File: src/hw/fsc_defs.vh
/*
 * Register map, field positions and reset values for the fan sensor
 * configuration and tachometer register block.
 * Assumes an outside two-wire bus engine that hands over byte accesses.
 */
`ifndef FSC_DEFS_VH
`define FSC_DEFS_VH

// ****************************************
// register offsets
// ****************************************
`define FSC_ADDR_CFG         8'h03
`define FSC_ADDR_CFG_ALT     8'h09
`define FSC_ADDR_ONESHOT     8'h0f
`define FSC_ADDR_TACH_LO     8'h46
`define FSC_ADDR_TACH_HI     8'h47
`define FSC_ADDR_HYST        8'h4f

// ****************************************
// field positions and masks
// ****************************************
`define FSC_CFG_FAULT_MASK   7
`define FSC_CFG_IDLE         6
`define FSC_CFG_PWM_OFF_IDLE 5
`define FSC_CFG_FLT_FILTER   0
`define FSC_CFG_WMASK        8'he1
`define FSC_HYST_WMASK       8'h1f

// ****************************************
// reset values and counts
// ****************************************
`define FSC_CFG_RST          8'h00
`define FSC_HYST_RST         8'h04
`define FSC_TACH_RST         16'h0000
`define FSC_FLT_RUN          2'h3

`endif

File: src/hw/fsc_regs.v
/*
 * Configuration, lookup-table hysteresis and fan tachometer period
 * registers, plus the conversion scheduler, remote fault filter, table
 * step tracking and idle handling of the PWM output.
 * Assumes a bus engine on clk_sys_i giving single-cycle read and write
 * strobes, and an analog front end that answers each conversion request
 * with one result pulse carrying remote temperature and limits.
 * Temperatures and limits are two's complement whole degrees.
 * Reset is synchronous; the tach pin is asynchronous to the clock.
 */
// How it works
// - hysteresis holds five bits, one degree per count, resets to four.
// - hysteresis bits 7:5 and configuration bits 4:1 always read zero.
// - configuration bit 7 clear lets faults pull the fault pin low.
// - configuration bit 7 set keeps the fault pin released always.
// - bit 6 clear runs conversions, comparisons and PWM updates nonstop.
// - bit 6 set enters idle; periodic conversions stop.
// - in idle, any write to 0x0f starts exactly one conversion cycle.
// - bit 5 clear keeps the fan waveform on the PWM pin in idle.
// - bit 5 set forces PWM to its polarity-defined off level in idle.
// - bit 0 clear raises remote fault on any single out-of-limit result.
// - bit 0 set needs three consecutive out-of-limit results for a fault.
// - read-only 16-bit tachometer period from the latest measurement.
// - low byte read at 46 freezes the high byte read next at 47.
// - tachometer high byte sits at 47, low byte at 46.
// - result above a 7-bit table threshold selects that entry's duty.

`timescale 1ns/10ps
`default_nettype none
`include "fsc_defs.vh"

module fsc_regs #(
  parameter         LUT_N       = 8,
  parameter         CONV_CYCLES = 100000,
  parameter         TACH_DIV    = 100
) (
  input  wire               clk_sys_i,
  input  wire               rst_i,
  input  wire [7:0]         reg_addr_i,
  input  wire               reg_wr_i,
  input  wire [7:0]         reg_wdata_i,
  input  wire               reg_rd_i,
  output wire [7:0]         reg_rdata_o,
  input  wire               tach_pin_i,
  output wire               conv_req_o,
  input  wire               conv_done_i,
  input  wire [7:0]         remote_temp_i,
  input  wire [7:0]         remote_high_i,
  input  wire [7:0]         remote_low_i,
  input  wire               local_fault_i,
  input  wire [LUT_N*7-1:0] lut_temp_i,
  input  wire [LUT_N*6-1:0] lut_duty_i,
  output wire [5:0]         duty_o,
  input  wire               pwm_wave_i,
  input  wire               pwm_pol_i,
  output wire               pwm_o,
  output wire               alert_out_o,
  output wire               alert_oe_o,
  output wire               remote_fault_o
);

  // ****************************************
  // register storage
  // ****************************************
  reg  [7:0]  cfg_r;
  reg  [4:0]  hyst_r;
  reg  [7:0]  rdata_r;
  reg  [7:0]  tach_hi_lock_r;
  reg  [15:0] tach_period_r;
  reg  [15:0] tach_cnt_r;
  reg  [1:0]  flt_cnt_r;
  reg  [1:0]  flt_cnt_nxt;
  reg         remote_fault_r;
  reg         flt_now;
  reg         alert_oe_r;
  reg         pwm_r;
  reg         conv_req_r;
  reg  [31:0] conv_tmr_r;
  reg  [15:0] tdiv_r;
  reg         tach_s1_r;
  reg         tach_s2_r;
  reg         tach_s3_r;
  reg  [LUT_N-1:0] step_on_r;
  reg  [5:0]  duty_r;
  reg  [5:0]  duty_nxt;
  reg         out_of_lim;
  integer     k;

  // ****************************************
  // bus decode and shared nets
  // ****************************************
  wire wr_cfg  = reg_wr_i &&
                 (reg_addr_i == `FSC_ADDR_CFG ||
                  reg_addr_i == `FSC_ADDR_CFG_ALT);
  wire wr_hyst = reg_wr_i && reg_addr_i == `FSC_ADDR_HYST;
  wire wr_shot = reg_wr_i && reg_addr_i == `FSC_ADDR_ONESHOT;
  wire idle    = cfg_r[`FSC_CFG_IDLE];
  wire tick    = (tdiv_r == TACH_DIV - 1);
  wire tach_rise = tach_s2_r & ~tach_s3_r;
  // reset value goes through a net so only its field bits are taken
  wire [7:0]        hyst_rst = `FSC_HYST_RST;
  wire signed [9:0] temp_x   = {{2{remote_temp_i[7]}}, remote_temp_i};
  wire [LUT_N-1:0]  step_nxt;

  // ****************************************
  // writable registers
  // ****************************************
  always @(posedge clk_sys_i) begin
    if (rst_i) begin
      cfg_r  <= `FSC_CFG_RST;
      hyst_r <= hyst_rst[4:0];
    end else begin
      if (wr_cfg)
        cfg_r <= reg_wdata_i & `FSC_CFG_WMASK;
      if (wr_hyst)
        hyst_r <= reg_wdata_i[4:0];
    end
  end

  // ****************************************
  // read path
  // ****************************************
  // high byte freezes on the low byte read so a pair is coherent
  always @(posedge clk_sys_i) begin
    if (rst_i) begin
      rdata_r        <= 8'h00;
      tach_hi_lock_r <= 8'h00;
    end else if (reg_rd_i) begin
      case (reg_addr_i)
        `FSC_ADDR_CFG,
        `FSC_ADDR_CFG_ALT: rdata_r <= cfg_r;
        `FSC_ADDR_HYST:    rdata_r <= {3'h0, hyst_r};
        `FSC_ADDR_TACH_LO: begin
          rdata_r        <= tach_period_r[7:0];
          tach_hi_lock_r <= tach_period_r[15:8];
        end
        `FSC_ADDR_TACH_HI: rdata_r <= tach_hi_lock_r;
        default:           rdata_r <= 8'h00;
      endcase
    end
  end

  // ****************************************
  // tachometer period measurement
  // ****************************************
  always @(posedge clk_sys_i) begin
    if (rst_i) begin
      tach_s1_r <= 1'b0;
      tach_s2_r <= 1'b0;
      tach_s3_r <= 1'b0;
    end else begin
      tach_s1_r <= tach_pin_i;
      tach_s2_r <= tach_s1_r;
      tach_s3_r <= tach_s2_r;
    end
  end

  always @(posedge clk_sys_i) begin
    if (rst_i || tick)
      tdiv_r <= 16'h0000;
    else
      tdiv_r <= tdiv_r + 16'h0001;
  end

  // counter saturates at all ones; the period only loads on a tach rising edge
  always @(posedge clk_sys_i) begin
    if (rst_i) begin
      tach_cnt_r    <= `FSC_TACH_RST;
      tach_period_r <= `FSC_TACH_RST;
    end else if (tach_rise) begin
      tach_period_r <= tach_cnt_r;
      tach_cnt_r    <= `FSC_TACH_RST;
    end else if (tick && tach_cnt_r != 16'hffff) begin
      tach_cnt_r <= tach_cnt_r + 16'h0001;
    end
  end

  // ****************************************
  // conversion scheduling
  // ****************************************
  // leaving idle restarts the interval from zero
  always @(posedge clk_sys_i) begin
    if (rst_i) begin
      conv_tmr_r <= 32'h0000_0000;
      conv_req_r <= 1'b0;
    end else if (idle) begin
      conv_tmr_r <= 32'h0000_0000;
      conv_req_r <= wr_shot;
    end else if (conv_tmr_r == CONV_CYCLES - 1) begin
      conv_tmr_r <= 32'h0000_0000;
      conv_req_r <= 1'b1;
    end else begin
      conv_tmr_r <= conv_tmr_r + 32'h0000_0001;
      conv_req_r <= 1'b0;
    end
  end

  // ****************************************
  // remote fault filter
  // ****************************************
  // counting goes on with the filter off, so enabling it can fire early
  always @* begin
    out_of_lim = ($signed(remote_temp_i) > $signed(remote_high_i)) ||
                 ($signed(remote_temp_i) < $signed(remote_low_i));
    if (!out_of_lim)
      flt_cnt_nxt = 2'h0;
    else if (flt_cnt_r != `FSC_FLT_RUN)
      flt_cnt_nxt = flt_cnt_r + 2'h1;
    else
      flt_cnt_nxt = flt_cnt_r;
    if (cfg_r[`FSC_CFG_FLT_FILTER])
      flt_now = (flt_cnt_nxt == `FSC_FLT_RUN);
    else
      flt_now = out_of_lim;
  end

  always @(posedge clk_sys_i) begin
    if (rst_i) begin
      flt_cnt_r      <= 2'h0;
      remote_fault_r <= 1'b0;
    end else if (conv_done_i) begin
      flt_cnt_r      <= flt_cnt_nxt;
      remote_fault_r <= flt_now;
    end
  end

  // fault pin is open drain: enable high pulls it low
  always @(posedge clk_sys_i) begin
    if (rst_i)
      alert_oe_r <= 1'b0;
    else if (cfg_r[`FSC_CFG_FAULT_MASK])
      alert_oe_r <= 1'b0;
    else
      alert_oe_r <= remote_fault_r | local_fault_i;
  end

  // ****************************************
  // lookup table steps with hysteresis
  // ****************************************
  genvar g;
  generate
    for (g = 0; g < LUT_N; g = g + 1) begin : g_step
      wire [6:0] thr = lut_temp_i[g*7 +: 7];
      wire [8:0] rel = {2'b00, thr} - {4'h0, hyst_r};
      wire       up  = temp_x > $signed({3'b000, thr});
      wire       dn  = temp_x < $signed({rel[8], rel});
      // on above the threshold, off only below the hysteresis floor
      assign step_nxt[g] = up | (step_on_r[g] & ~dn);
    end
  endgenerate

  always @(posedge clk_sys_i) begin
    if (rst_i)
      step_on_r <= {LUT_N{1'b0}};
    else if (conv_done_i)
      step_on_r <= step_nxt;
  end

  // highest active entry wins; none active leaves the fan at zero duty
  // built from the fresh steps so duty follows the result just taken
  always @* begin
    duty_nxt = 6'h00;
    for (k = 0; k < LUT_N; k = k + 1) begin
      if (step_nxt[k])
        duty_nxt = lut_duty_i[k*6 +: 6];
    end
  end

  always @(posedge clk_sys_i) begin
    if (rst_i)
      duty_r <= 6'h00;
    else if (conv_done_i)
      duty_r <= duty_nxt;
  end

  // ****************************************
  // pwm output in idle
  // ****************************************
  // polarity high means active high, so off level is its inverse
  always @(posedge clk_sys_i) begin
    if (rst_i)
      pwm_r <= 1'b0;
    else if (idle && cfg_r[`FSC_CFG_PWM_OFF_IDLE])
      pwm_r <= ~pwm_pol_i;
    else
      pwm_r <= pwm_wave_i;
  end

  // ****************************************
  // outputs
  // ****************************************
  // fault pin data stays low; only its enable moves
  assign reg_rdata_o    = rdata_r;
  assign conv_req_o     = conv_req_r;
  assign duty_o         = duty_r;
  assign pwm_o          = pwm_r;
  assign alert_out_o    = 1'b0;
  assign alert_oe_o     = alert_oe_r;
  assign remote_fault_o = remote_fault_r;

endmodule // fsc_regs

`default_nettype wire

File: config.mk
export PLATFORM = sky130hd
export DESIGN_NAME = fsc_regs
export DESIGN_NICKNAME = d
export VERILOG_FILES = /design/src/hw/fsc_regs.v
export VERILOG_INCLUDE_DIRS = /design/src /design/src/hw
export SDC_FILE = /design/constraint.sdc
export NUM_CORES = 1
export LEC_CHECK = 0
export BUFFER_PORTS_ARGS = -buffer_cell sky130_fd_sc_hd__buf_2
export CORE_ASPECT_RATIO = 0.8
export CORE_MARGIN = 4
export CORE_UTILIZATION = 60
export DETAILED_ROUTE_END_ITERATION = 8
export PLACE_DENSITY = 0.84
export SLEW_MARGIN = 20
export SYNTH_ARGS = -nofsm -noshare
export SYNTH_HDL_FRONTEND = slang
export SYNTH_SLANG_ARGS = --single-unit
File: constraint.sdc
create_clock -name clk_sys_i -period 8.03 [get_ports clk_sys_i]
set_input_delay 0.4015 -clock clk_sys_i [delete_from_list [all_inputs] [get_ports clk_sys_i]]
set_output_delay 0.4015 -clock clk_sys_i [all_outputs]
set_load 0.005 [all_outputs]
Yosys cells after proc, flatten, opt, wreduce, memory -nomap -nowiden
Cells that the tools add are included.

cells by class
  bitwise logic cells = 28
  $add $sub $neg = 12
  reductions and logical operators = 13
  equality and inequality tests = 11
  muxes and demuxes = 15
  order comparisons = 18

operators by type and width
  operator                                                                  number
  8-bit greater-than comparator                                             9
  8-bit < comparator                                                        9
  7-bit by 5-bit subtractor with 8-bit output                               8
  6-bit two-way mux                                                         8
  16-bit by 1-bit adder with 16-bit output (second input constant)          2
  32-bit by 1-bit adder with 32-bit output (second input constant)          1
  32-bit by 17-bit equality test with 1-bit output (second input constant)  1
  8-bit one-hot mux with 4 select lines                                     1
  8-bit by 7-bit equality test with 1-bit output (second input constant)    3
  16-bit by 7-bit equality test with 1-bit output (second input constant)   1
  8-bit by 4-bit equality test with 1-bit output (second input constant)    2
  16-bit inequality test (second input constant)                            1
  1-bit NOT                                                                 10
  1-bit AND                                                                 9
  1-bit bitwise OR                                                          9
  8-bit by 2-bit equality test with 1-bit output (second input constant)    1
  2-bit OR reduction                                                        3
  1-bit logical AND                                                         5
  1-bit two-way mux                                                         4
  2-bit two-way mux                                                         2
  1-bit logical OR                                                          3
  3-bit OR reduction                                                        1
  2-bit by 1-bit adder with 2-bit output (second input constant)            1
  2-bit equality test (second input constant)                               1
  2 further kinds                                                           2

word-level totals
  bits in registers = 128
  output and inout bits = 19
  word-level logic and storage cells = 115

Depth between registers and ports, before layout
Gate-level depths: netlist of run 1.

  depth after elaboration = 13
  gate-level depth with buffers = 17
  mapped depth without buffers = 16

Worst setup path before layout of run 1
OpenSTA, ideal clock, no wires.

  path type = register -> register
  start = register hyst_r[1]
  end = register duty_r[4], in the netlist duty_o[4]
  data arrival time = 3.474 ns
  setup slack = 4.424 ns
  cell stages (with the launch flop) = 17
  path buffers = 0
  period minus slack after synthesis = 3.606 ns
  path through = dfxtp_1 > inv_1 > ha_1 > nor2b_1 > o21ai_0 > a21oi_1 > o21ai_0 > nor2b_1 > xnor2_1 > ha_1 > a21oi_1 > o21ai_0 > a32o_1 > a21oi_4 > mux2i_1 > a2111oi_0 > o31ai_1

on the way
  cells in the longest elaborated chain, start to end = 13

RTL lines
  item                                         RTL line        RTL
  start, declared                              fsc_regs.v:66   reg [4:0] hyst_r;
  start signal, assigned                       fsc_regs.v:111  hyst_r <= hyst_rst[4:0];
  start signal, assigned                       fsc_regs.v:116  hyst_r <= reg_wdata_i[4:0];
  7-bit by 5-bit subtractor with 8-bit output  fsc_regs.v:244  wire [8:0] rel = {2'b00, thr} - {4'h0, hyst_r};
  8-bit < comparator                           fsc_regs.v:246  wire dn = temp_x < $signed({rel[8], rel});
  1-bit NOT                                    fsc_regs.v:248  assign step_nxt[g] = up | (step_on_r[g] & ~dn);
  1-bit AND                                    fsc_regs.v:248
  1-bit bitwise OR                             fsc_regs.v:248
  6-bit two-way mux (7 in a row)               fsc_regs.v:264  if (step_nxt[k])
  6-bit two-way mux *                          fsc_regs.v:264
  end signal, assigned                         fsc_regs.v:273  duty_r <= duty_nxt;
  end, declared                                fsc_regs.v:84   reg [5:0] duty_r;

Mark *: on every way between the ends. The rest lies on a longest branch, timed or not.
A chain may end at the register's enable or synchronous reset.

Final worst setup path of run 1
  start = register hyst_r[1]
  end = register duty_r[3], in the netlist duty_o[3]

Same word-level chain as after synthesis.

==> impl_metrics.py, run 1 <==
metrics = {
    "sta": {
        "slew_headroom_pct": 39.3,
        "drv_slew": 0,
        "hold_viol_final": 0,
        "period_minus_slack_ns": 4.47,
        "setup_tns_ns": 0,
        "fmax_mhz": 224,
        "rsz0062_at_grt": "false",
        "worst_clock_skew_ns": 0.0152,
        "setup_violations": 0,
        "worst_pin_slew_ns": 0.903,
        "min_period_over_period_pct": 55.7,
        "worst_slack_ns": 3.56,
    },
    "cts": {
        "cts_buffers": 17,
        "cts_root_buf": "clkbuf_16",
        "cts.sinks": 128,
        "path_clk_slew_ns": 0.07,
        "clk_path_buf_depth": 2,
        "postCtsHoldBufs": 0,
        "clk_latency_ns": 0.41,
        "cts_max_level": 4,
        "cts_tree": "done",
        "cts_setup_buffers": 0,
        "ctsResizeCount": 0,
    },
    "yosys": {
        "seq_area_frac_synth_pct": 24.5,
        "synth.avg_cell_area_sq_um": 8.03,
        "synth-edff-count": 0,
        "syn_nets": 1636,
        "yosysWarningCount": 0,
        "ys_ff_latch": 128,
        "synthFlopType": "dfxtp_1",
        "synthesis.instances": 1305,
        "ys_types": 68,
        "async_flop_share_pct": 0,
        "syn_area_sq_um": 10500,
    },
    "die": {
        "coreArea_sq_um": 16800,
        "start_util_pct": 62.3,
        "die_h_um": 126,
        "io_pins": 172,
        "dieArea_sq_um": 19700,
        "die_w_um": 156,
        "row_count": 42,
    },
    "drt": {
        "vias": 10100,
        "ant_nets": 0,
        "drt-initial-drc-count": 795,
        "drt-wirelength-per-cell_um": 17.2,
        "postRouteWirelength_mm": 29.2,
        "vias_per_cell": 5.93,
        "dr.pass1.iters": 5,
        "drc": 0,
    },
    "critical_path": {
        "cp.required_ns": 8.30,
        "path_class": "reg2reg",
        "start_kind": "flop",
        "crit_chain": "inv_1 -> ha_1 -> nor2b_1 -> o21ai_0 -> a21oi_1 -> o21ai_0 -> nor2b_1 -> xnor2_1 -> ha_1 -> a21oi_1 -> o21ai_0 -> a32o_1 -> a21oi_4 -> mux2i_1 -> a2111oi_0 -> o31ai_1",
        "worstPathArrival_ns": 4.74,
        "cp_max_fo": 16,
        "cpMaxStageDelayCell": "inv_1",
        "crit_path_max_incr_delay_ns": 0.59,
        "cp-end-kind": "flop",
        "worst_path_most_repeated_cell": "o21ai_0",
    },
    "global_route": {
        "grt_pass1_vias": 9657,
        "antenna_found_initial": 1,
        "grt_max_degree": 70,
        "grt_overflow_total": 0,
        "grt_first_pass_wirelength_mm": 46.9,
        "gr-usage-all-layers_pct": 29.1,
    },
    "final_layout": {
        "nets": 1794,
        "n_fill_cell": 1325,
        "final_core_util_pct": 71.8,
        "area_growth_syn_to_layout_pct": 15.3,
        "drive_gt1_share_pct": 15.3,
    },
    "place": {
        "place_congestion": 0.952,
        "hpwl_mm": 22.1,
        "io_buffers": 170,
        "place_ws_ns": 3.64,
    },
    "power_and_ir_drop": {
        "p_per_area_nw_per_um2": 150,
        "p_leak_nw": 5.38,
        "peakVddDrop_mv": 0.169,
    },
    "hold_path": {
        "hold_class": "in2reg",
    },
    "job": {
        "cap_violations": 0,
    },
    "run_status": {
        "status": "finished clean",
    },
}
==> flip-flops by register name (all words and copies together) (netlist names), 2 cells and up <==
| name | flops |
|---|---|
| cfg_r | 4 |
| conv_tmr_r | 32 |
| duty_o | 6 |
| flt_cnt_r | 2 |
| hyst_r | 5 |
| reg_rdata_o | 8 |
| step_on_r | 8 |
| tach_cnt_r | 16 |
| tach_hi_lock_r | 8 |
| tach_period_r | 16 |
| tdiv_r | 16 |
==> worst max-delay path: cells and delay by family (launching register included) <==
kind                       cells  cell delay (ns)
AOI/OAI and AO/OA              9             2.19
xor gates and xnor gates       1             0.14
adders and majority gates      2             0.62
buffers and inverters          1             0.59
DFF                            1             0.33
muxes                          1             0.12
and+or+nand+nor                2             0.34
==> routing by layer <==
layer,share of wire [%],global-route usage (%)
met2,45,46.4
met5,0.041,0
met4,3.0,10.0
met3,9.0,6.96
met1,43,38.8
==> per-stage QoR <==
| step | std cells | power [mW] | hold slack, ns | area [sq um] |
|---|---|---|---|---|
| global route | 1695 | 1.90 | 0.205 | 12100 |
| CTS | 1695 | 1.81 | 0.189 | 12100 |
| detailed placement | 1664 | 1.05 | 0.423 | 11500 |
| floorplan | 1305 | 0.916 | 0.414 | 10500 |
| finish | 1696 | 1.81 | 0.204 | 12100 |
| global placement | 1664 | 1.04 | 0.423 | 11500 |
==> report_power, final <==
| part | leakage [nW] | internal [mW] | switching [mW] |
|---|---|---|---|
| combinational | 4.07 | 0.168 | 0.220 |
| sequential | 1.04 | 0.649 | 0.0101 |
| clock | 0.276 | 0.466 | 0.299 |
| total | 5.38 | 1.28 | 0.529 |
==> placed cells by master (no fill, tap or decap), types with 5 or more instances in the layout <==
cell,n
nor3b_1,5
clkbuf_16,17
a2111oi_0,11
o21a_1,5
nor4_1,12
nand3b_1,5
nand4_1,23
o21ba_2,6
a211o_1,8
o31ai_1,7
o211ai_1,12
xnor2_1,54
a211oi_1,18
buf_2,170
nor2b_1,36
inv_1,145
nor2_1,113
a222oi_1,8
and2_1,6
a2bb2oi_1,7
o21ai_0,50
nor3_1,25
o21bai_1,10
and4_1,5
or3_1,5
o221ai_1,5
dfxtp_1,128
nand2b_1,16
xor2_1,33
fa_1,8
a21o_1,5
nand3_1,64
a31oi_1,9
and3_1,11
a21oi_1,102
ha_1,170
mux2i_1,8
nand2_1,97
==> cell usage after synthesis (4+ instances only) <==
master | count | area share (%)
nand3b_1 | 5 | 0.36
nor3_1 | 25 | 1.2
o21ba_2 | 6 | 0.57
clkbuf_1 | 25 | 0.90
o22ai_1 | 4 | 0.24
o21a_1 | 5 | 0.36
a211oi_1 | 18 | 1.3
and4_1 | 5 | 0.42
nor2_1 | 113 | 4.0
inv_1 | 145 | 5.2
mux2i_1 | 8 | 0.76
xnor2_1 | 54 | 4.5
a211o_1 | 8 | 0.67
nand2_1 | 97 | 3.5
nand4_1 | 23 | 1.4
nor2b_1 | 36 | 2.1
nor4b_1 | 4 | 0.33
o31ai_1 | 7 | 0.50
a2111oi_0 | 11 | 0.92
fa_1 | 8 | 1.5
nor3b_1 | 5 | 0.36
a21oi_1 | 102 | 4.9
and2_1 | 6 | 0.36
a2bb2oi_1 | 7 | 0.59
xor2_1 | 33 | 2.8
nand3_1 | 64 | 3.1
nor4_1 | 12 | 0.72
and3_1 | 11 | 0.66
buf_1 | 4 | 0.14
o21ai_0 | 50 | 2.4
a222oi_1 | 8 | 0.76
o21bai_1 | 10 | 0.72
or3_1 | 5 | 0.30
ha_1 | 170 | 20
a31oi_1 | 9 | 0.54
o211ai_1 | 12 | 0.86
nand2b_1 | 16 | 0.96
a21o_1 | 5 | 0.36
dfxtp_1 | 128 | 24
o221ai_1 | 6 | 0.50
==> cell type report <==
cell class / count / area, sq um / area share [%]
Multi-Input combinational cell: 999 / 7240 / 60.0
Timing Repair Buffer: 172 / 866 / 7.17
Clock buffer: 19 / 443 / 3.67
Inverter: 145 / 544 / 4.51
Antenna cell: 1 / 2.50 / 0.0207
Sequential cell: 128 / 2560 / 21.2
Tap cell: 220 / 275 / 2.28
Clock inverter: 12 / 136 / 1.13
==> path summary, 6_finish.rpt <==
| check | depth (start not counted) | endpoint | start | slack [ns] |
|---|---|---|---|---|
| worst max register to register | 16 | duty_o[3] | hyst_r[1] | 3.56 |
| worst max-delay path | 16 | duty_o[3] | hyst_r[1] | 3.56 |
| worst min-delay path | 2 | tach_s1_r | tach_pin_i | 0.20 |
| worst min register to register | 1 | tach_s2_r | tach_s1_r | 0.44 |
==> cells by family after synthesis <==
kind of cell / after synthesis / share of synthesized area, %
AOI/OAI and AO/OA: 281 / 17.6
xor gates and xnor gates: 87 / 7.27
adders and majority gates: 178 / 21.8
buffers and inverters: 178 / 6.45
DFF: 128 / 24.5
muxes: 8 / 0.764
other: 1 / 0.0358
and+or+nand+nor: 444 / 21.6
Power figures use the tool's default switching activity.
==> inputs of run 2 (changes only) <==
--- a/config.mk
+++ b/config.mk
@@ -6,12 +6,13 @@
 export SDC_FILE = /design/constraint.sdc
 export NUM_CORES = 1
 export LEC_CHECK = 0
+export ABC_AREA = 1
 export BUFFER_PORTS_ARGS = -buffer_cell sky130_fd_sc_hd__buf_2
 export CORE_ASPECT_RATIO = 0.8
 export CORE_MARGIN = 4
-export CORE_UTILIZATION = 60
+export CORE_UTILIZATION = 53
 export DETAILED_ROUTE_END_ITERATION = 8
-export PLACE_DENSITY = 0.84
+export PLACE_DENSITY = 0.78
 export SLEW_MARGIN = 20
 export SYNTH_ARGS = -nofsm -noshare
 export SYNTH_HDL_FRONTEND = slang
==> constraint.sdc (replaced) <==
create_clock -name clk_sys_i -period 3.9 [get_ports clk_sys_i]
set_input_delay 0.195 -clock clk_sys_i [delete_from_list [all_inputs] [get_ports clk_sys_i]]
set_output_delay 0.195 -clock clk_sys_i [all_outputs]
set_load 0.005 [all_outputs]
==> run 2 against run 1 <==
  * Area after synthesis rose by 4.0%
  * Via count is 9.8% higher
  * Synthesized cell count increased by 21%
  * Worst setup slack worse by 3.3 ns
  * Final cell count is 20% higher
  * Clock skew decreased by 0.0071 ns
  * Hold slack worse by 0.14 ns
  * Final area grew 6.0%
  * Critical path depth grew 4
  * Largest power group unchanged
  * First-iteration DRC count increased by 16%
  * Wire length increased by 5.2%
  * Register-to-register slack lost 3.3 ns
==> impl_metrics.py, run 2 <==
metrics = {
    "run_status": {
        "status": "finished clean",
    },
    "drt": {
        "ant_nets": 0,
        "drc": 0,
        "postRouteWirelength_mm": 30.7,
        "vias_per_cell": 5.43,
        "route.top_layer_used": "met5",
        "dr.pass1.iters": 5,
        "wl_met1_mm": 14.0,
        "dr_wl_met2_mm": 13.9,
        "route.met3.wl_mm": 2.14,
        "drt-wirelength-per-cell_um": 15.1,
        "vias": 11000,
        "drt-initial-drc-count": 925,
    },
    "critical_path": {
        "r2r_cells": 20,
        "cp_max_fo": 13,
        "worstPathArrival_ns": 3.86,
        "start_kind": "flop",
        "crit_chain": "clkinvlp_4 -> buf_12 -> buf_4 -> ha_1 -> a21oi_1 -> nand2_1 -> a21oi_1 -> nor2_1 -> nor2_1 -> xor2_1 -> ha_1 -> inv_1 -> nor2_1 -> o21ai_1 -> nand2_1 -> nand2_1 -> o21ai_1 -> a21oi_1 -> nand2_1 -> a21oi_1",
        "path_class": "reg2reg",
        "crit_buf_inv": 4,
        "cp-end-kind": "flop",
        "crit_cells": 20,
        "crit_path_max_incr_delay_ns": 0.55,
        "cp.required_ns": 4.16,
        "cpMaxStageDelayCell": "o21ai_1",
        "cp_top_family": "compound AO/OA/AOI/OAI gates",
    },
    "sta": {
        "period_minus_slack_ns": 3.60,
        "hold_viol_final": 0,
        "min_period_over_period_pct": 92.3,
        "slew_headroom_pct": 29.1,
        "worst_clock_skew_ns": 0.00810,
        "worst_pin_slew_ns": 1.06,
        "drv_slew": 0,
        "fmax_mhz": 278,
        "worst_slack_ns": 0.299,
        "setup_violations": 0,
    },
    "yosys": {
        "syn_area_sq_um": 10900,
        "async_flop_share_pct": 0,
        "ys_types": 56,
        "syn_nets": 1910,
        "yosys.area.top_type": "dfxtp_1",
        "yosys-top-cells-count": "288 x nand2_1, 258 x inv_1, 199 x a21oi_1",
        "synthFlopType": "dfxtp_1",
        "seq_area_frac_synth_pct": 23.5,
        "synth_area_leaders": "dfxtp_1 24%, ha_1 20%, nand2_1 9.9%",
        "ys_ff_latch": 128,
        "synth_top_area_share_pct": 23.5,
        "synthesis.instances": 1579,
        "yosysMostFrequentCell": "nand2_1",
        "yosysWarningCount": 0,
        "synth-edff-count": 0,
        "synth.avg_cell_area_sq_um": 6.90,
    },
    "final_layout": {
        "design_area_sq_um": 12800,
        "final_common_cell": "nand2_1",
        "largest_reg_flops": 32,
        "area_growth_syn_to_layout_pct": 17.4,
        "layout_common_cells": "282 x nand2_1, 257 x inv_1, 196 x a21oi_1, 170 x buf_2, 169 x ha_1",
        "drive_gt1_share_pct": 14.8,
        "nets": 2086,
        "multi_input_area_sq_um": 7250,
        "regArea_sq_um": 2570,
        "n_fill_cell": 1791,
        "largest_register": "conv_tmr_r",
    },
    "global_route": {
        "grt_max_degree": 38,
        "grt_first_pass_wirelength_mm": 49.9,
        "grt_pass1_vias": 10400,
        "gr-usage-all-layers_pct": 26.3,
        "grt_overflow_total": 0,
        "antenna_found_initial": 2,
    },
    "hold_path": {
        "hold_depth": 3,
        "hold_class": "in2reg",
    },
    "die": {
        "start_util_pct": 54.4,
        "dieArea_sq_um": 22900,
        "row_count": 46,
        "io_pins": 172,
        "die_h_um": 136,
        "coreArea_sq_um": 20000,
        "die_w_um": 168,
    },
    "cts": {
        "cts_tree": "done",
        "path_clk_slew_ns": 0.05,
        "cts_buffers": 17,
        "cts_root_buf": "clkbuf_16",
        "clk_path_buf_depth": 2,
        "cts.sinks": 128,
        "cts_max_level": 4,
        "clk_latency_ns": 0.42,
    },
    "place": {
        "place_area_sq_um": 12000,
        "hpwl_mm": 23.3,
        "io_buffers": 170,
        "place_ws_ns": 0.242,
        "place_congestion": 0.942,
    },
    "job": {
        "cap_violations": 0,
    },
    "power_and_ir_drop": {
        "p_leak_nw": 6.23,
        "peakVddDrop_mv": 0.255,
        "p_per_area_nw_per_um2": 317,
    },
}
run 2: what timing repair did:
action	in CTS	in global routing
endpoints found under the setup margin	0	6
buffers inserted	0	3
resized for setup	0	16
hold buffers	2	0
hold endpoints to repair	2	0
run 2: cells by family after synthesis:
family                   Yosys count  synth area share, %
AO/OA/AOI/OAI                    337                 16.9
XOR/XNOR                          52                 4.18
other                              1               0.0344
AND/OR/NAND/NOR                  589                 24.1
adder cells (fa/ha/maj)          178                 21.0
flip-flops                       128                 23.5
buffers and inverters            294                 10.3
run 2: final cells by class:
cell class | count | share of cell area (%)
Clock buffer | 21 | 3.68
Timing Repair Buffer | 181 | 7.43
Sequential cell | 128 | 20.1
Tap cell | 264 | 2.58
Inverter | 270 | 7.95
Clock inverter | 11 | 1.62
Multi-Input combinational cell | 1157 | 56.6
Antenna cell | 1 | 0.0196
run 2: through the flow:
stage	util, %	power, mW	TNS [ns]	std cells	hold slack [ns]
final	63.9	4.06	0	2033	0.0612
after global routing	63.9	4.26	-0.0344	2032	0.0554
after CTS	63.5	4.05	0	2029	0.0481
after detailed placement	60.0	2.23	0	1995	0.407
after global placement	60.0	2.20	0	1995	0.400
after floorplan	-	1.95	0	1579	0.302
run 2: worst reg2reg max path, stage by stage (launching register included):
cell and delay [ns]:
dfxtp_2 0.35, clkinvlp_4 0.15, buf_12 0.17, buf_4 0.14, ha_1 0.33, a21oi_1 0.17, nand2_1 0.10, a21oi_1 0.15
nor2_1 0.06, nor2_1 0.19, xor2_1 0.10, ha_1 0.28, inv_1 0.04, nor2_1 0.14, o21ai_1 0.10, nand2_1 0.06
nand2_1 0.04, o21ai_1 0.55, a21oi_1 0.15, nand2_1 0.12, a21oi_1 0.06
run 2: per-layer routing:
| layer | global-route usage, % | up-vias |
|---|---|---|
| met4 | 7.26 | 4 |
| met1 | 35.5 | 5037 |
| met2 | 43.7 | 359 |
| met5 | 0 | - |
| met3 | 4.51 | 53 |
| li1 | - | 5589 |
run 2: worst paths after layout:
| check | slack [ns] | from | end |
|---|---|---|---|
| worst max-delay path | 0.30 | hyst_r[2] | duty_o[2] |
| worst min-delay path | 0.06 | reg_wdata_i[5] | cfg_r[5] |
| worst max register to register | 0.30 | hyst_r[2] | duty_o[2] |
| worst min register to register | 0.41 | tach_s1_r | tach_s2_r |
run 2: where the power goes:
group	switching (mW)	internal [mW]
logic	0.524	0.345
registers	0.0186	1.34
clock network	0.581	1.25
==> inputs of run 3 (changes only) <==
--- a/config.mk
+++ b/config.mk
@@ -10,9 +10,8 @@
 export BUFFER_PORTS_ARGS = -buffer_cell sky130_fd_sc_hd__buf_2
 export CORE_ASPECT_RATIO = 0.8
 export CORE_MARGIN = 4
-export CORE_UTILIZATION = 53
+export CORE_UTILIZATION = 27
 export DETAILED_ROUTE_END_ITERATION = 8
-export PLACE_DENSITY = 0.78
 export SLEW_MARGIN = 20
 export SYNTH_ARGS = -nofsm -noshare
 export SYNTH_HDL_FRONTEND = slang
==> run 3 against run 2 <==
  * First-iteration DRC count shrank 15%
  * Clock skew grew 0.0039 ns
  * Critical path type unchanged
  * Flip-flop and latch count is the same
  * Final area grew 2.2%
  * Register-to-register slack gained 0.08 ns
  * Sequential power is essentially flat
  * Largest power group unchanged
==> impl_metrics.py, run 3 (synthesis gave the netlist of run 2 again) <==
metrics = {
    "run_status": {
        "status": "finished clean",
    },
    "sta": {
        "min_period_over_period_pct": 90.2,
        "holdWs_ns": 0.0160,
        "slew_headroom_pct": 34.4,
        "hold_viol_final": 0,
        "period_minus_slack_ns": 3.52,
        "drv_slew": 0,
        "fmax_mhz": 284,
        "setup_violations": 0,
        "worst_slack_ns": 0.384,
        "rsz0062_at_grt": "false",
        "worst_clock_skew_ns": 0.0120,
        "worst_pin_slew_ns": 0.977,
        "setup_tns_ns": 0,
    },
    "final_layout": {
        "largest_register": "conv_tmr_r",
        "nets": 2089,
        "n_fill_cell": 4289,
        "area_growth_syn_to_layout_pct": 20.1,
        "drive_gt1_share_pct": 14.6,
        "layout_common_cells": "282 x nand2_1, 257 x inv_1, 199 x a21oi_1, 170 x ha_1, 170 x buf_2",
        "regArea_sq_um": 2560,
        "final_common_cell": "nand2_1",
        "multi_input_area_sq_um": 7240,
        "largest_reg_flops": 32,
    },
    "power_and_ir_drop": {
        "p_per_area_nw_per_um2": 299,
        "peakVddDrop_mv": 0.217,
        "p_leak_nw": 6.21,
        "power_mw": 3.91,
    },
    "drt": {
        "vias_per_cell": 4.71,
        "ant_nets": 0,
        "vias": 10900,
        "drt-wirelength-per-cell_um": 15.0,
        "drt-initial-drc-count": 782,
        "drc": 0,
        "dr.pass1.iters": 5,
        "postRouteWirelength_mm": 34.5,
    },
    "cts": {
        "cts_max_level": 4,
        "path_clk_slew_ns": 0.06,
        "cts_root_buf": "clkbuf_16",
        "clk_latency_ns": 0.43,
        "clk_path_buf_depth": 2,
        "cts_tree": "done",
        "cts_buffers": 17,
        "cts.sinks": 128,
    },
    "place": {
        "place_congestion": 0.836,
        "hpwl_mm": 27.2,
        "place_ws_ns": 0.276,
        "io_buffers": 170,
    },
    "hold_path": {
        "hold_class": "in2reg",
        "holdPathEnd": "hyst_r[2]",
        "min_from": "reg_wdata_i[2]",
        "hold_depth": 3,
    },
    "critical_path": {
        "cp.required_ns": 4.17,
        "worstPathArrival_ns": 3.79,
        "path_class": "reg2reg",
        "crit_buf_inv": 2,
        "cp-end-kind": "flop",
        "cpMaxStageDelayCell": "dfxtp_1",
        "r2r_start": "hyst_r[3]",
        "r2r_cells": 20,
        "cp_max_fo": 8,
        "r2r_slack_ns": 0.38,
        "cp_top_family": "simple AND/OR/NAND/NOR gates",
        "start_kind": "flop",
        "crit_chain": "clkinvlp_4 -> buf_4 -> ha_1 -> a21oi_1 -> nand2_1 -> a211oi_1 -> xor2_1 -> ha_1 -> nand2_1 -> o21a_1 -> nand2_1 -> xnor2_1 -> nand2_1 -> nand2_2 -> a21oi_1 -> nand2_1 -> nand2_1 -> nand2_1 -> nand2_1 -> a21oi_1",
        "worst_path_most_repeated_cell": "nand2_1",
        "crit_path_max_incr_delay_ns": 0.35,
        "r2r_end": "duty_o[5]",
    },
    "die": {
        "coreArea_sq_um": 39600,
        "start_util_pct": 27.5,
        "dieArea_sq_um": 43700,
        "die_w_um": 233,
        "row_count": 65,
        "die_h_um": 188,
        "io_pins": 172,
    },
    "global_route": {
        "gr-usage-all-layers_pct": 15.6,
        "grt_pass1_vias": 10300,
        "grt_max_degree": 38,
        "grt_first_pass_wirelength_mm": 54.2,
        "grt_overflow_total": 0,
        "antenna_found_initial": 3,
    },
    "job": {
        "cap_violations": 0,
    },
}
run 3: changes by cell type in the layout (fill, tap and decap cells not counted), sizes merged:
cell	previous run	this run
diode	1	2
inv	268	269
clkbuf	21	19
buf	179	182
bufinv	6	3
clkinvlp	2	5
run 3: cell type report:
class                   count  share of cell area [%]
well taps                 536                    5.13
inverters                 270                    7.78
repair buffers            184                    7.44
clock inverters            12                    1.22
multi-input cells        1157                    55.3
diodes                      2                  0.0383
flip-flops and latches    128                    19.6
clock buffers              19                    3.46
run 3: worst register-to-register path: cells and delay by family (launching register included):
family          cells  cell delay, ns
xor+xnor            2            0.33
compound gates      5            0.75
flops               1            0.35
fa+ha+maj           2            0.58
simple gates        9            0.86
buf+inv             2            0.50
run 3: per-layer routing:
layer | GRT usage, % | vias up | routed length [um]
met5 | 0 | - | 0
met2 | 25.0 | 288 | 15400
li1 | - | 5606 | -
met4 | 4.30 | 0 | 739
met1 | 20.7 | 4947 | 16200
met3 | 3.93 | 38 | 2220
run 3: power by group:
group          total (mW)  leakage [nW]  switching (mW)  internal, mW
logic               0.876          4.89           0.534         0.343
clock network        1.67         0.288           0.632          1.04
registers            1.36          1.04          0.0230          1.34
run 3: per-stage QoR:
| stage | instance area [sq um] | util, % | instances |
|---|---|---|---|
| global placement | 12400 | 31.3 | 2270 |
| floorplan | 10900 | - | 1579 |
| global route | 13100 | 33.0 | 2307 |
| detailed placement | 12400 | 31.3 | 2270 |
| CTS | 13000 | 32.9 | 2303 |
| finish | 13100 | 33.0 | 2308 |
run 3: timing repair:
item,4_1_cts,5_1_grt
hold buffers,2,0
resized for setup,0,9
buffers inserted,0,3
endpoints found under the hold margin,2,0
endpoints found under the setup margin,0,6
run 3: worst max path at each step:
stage	from	to	slack, ns	depth (start not counted)
global placement	hyst_r[3]	duty_o[0]	0.38	24
detailed placement	hyst_r[0]	duty_o[5]	0.28	23
floorplan	hyst_r[1]	duty_o[2]	0.66	22
CTS	hyst_r[0]	duty_o[5]	0.27	23
finish	hyst_r[3]	duty_o[5]	0.38	20
global route	hyst_r[2]	duty_o[5]	0.0009	22
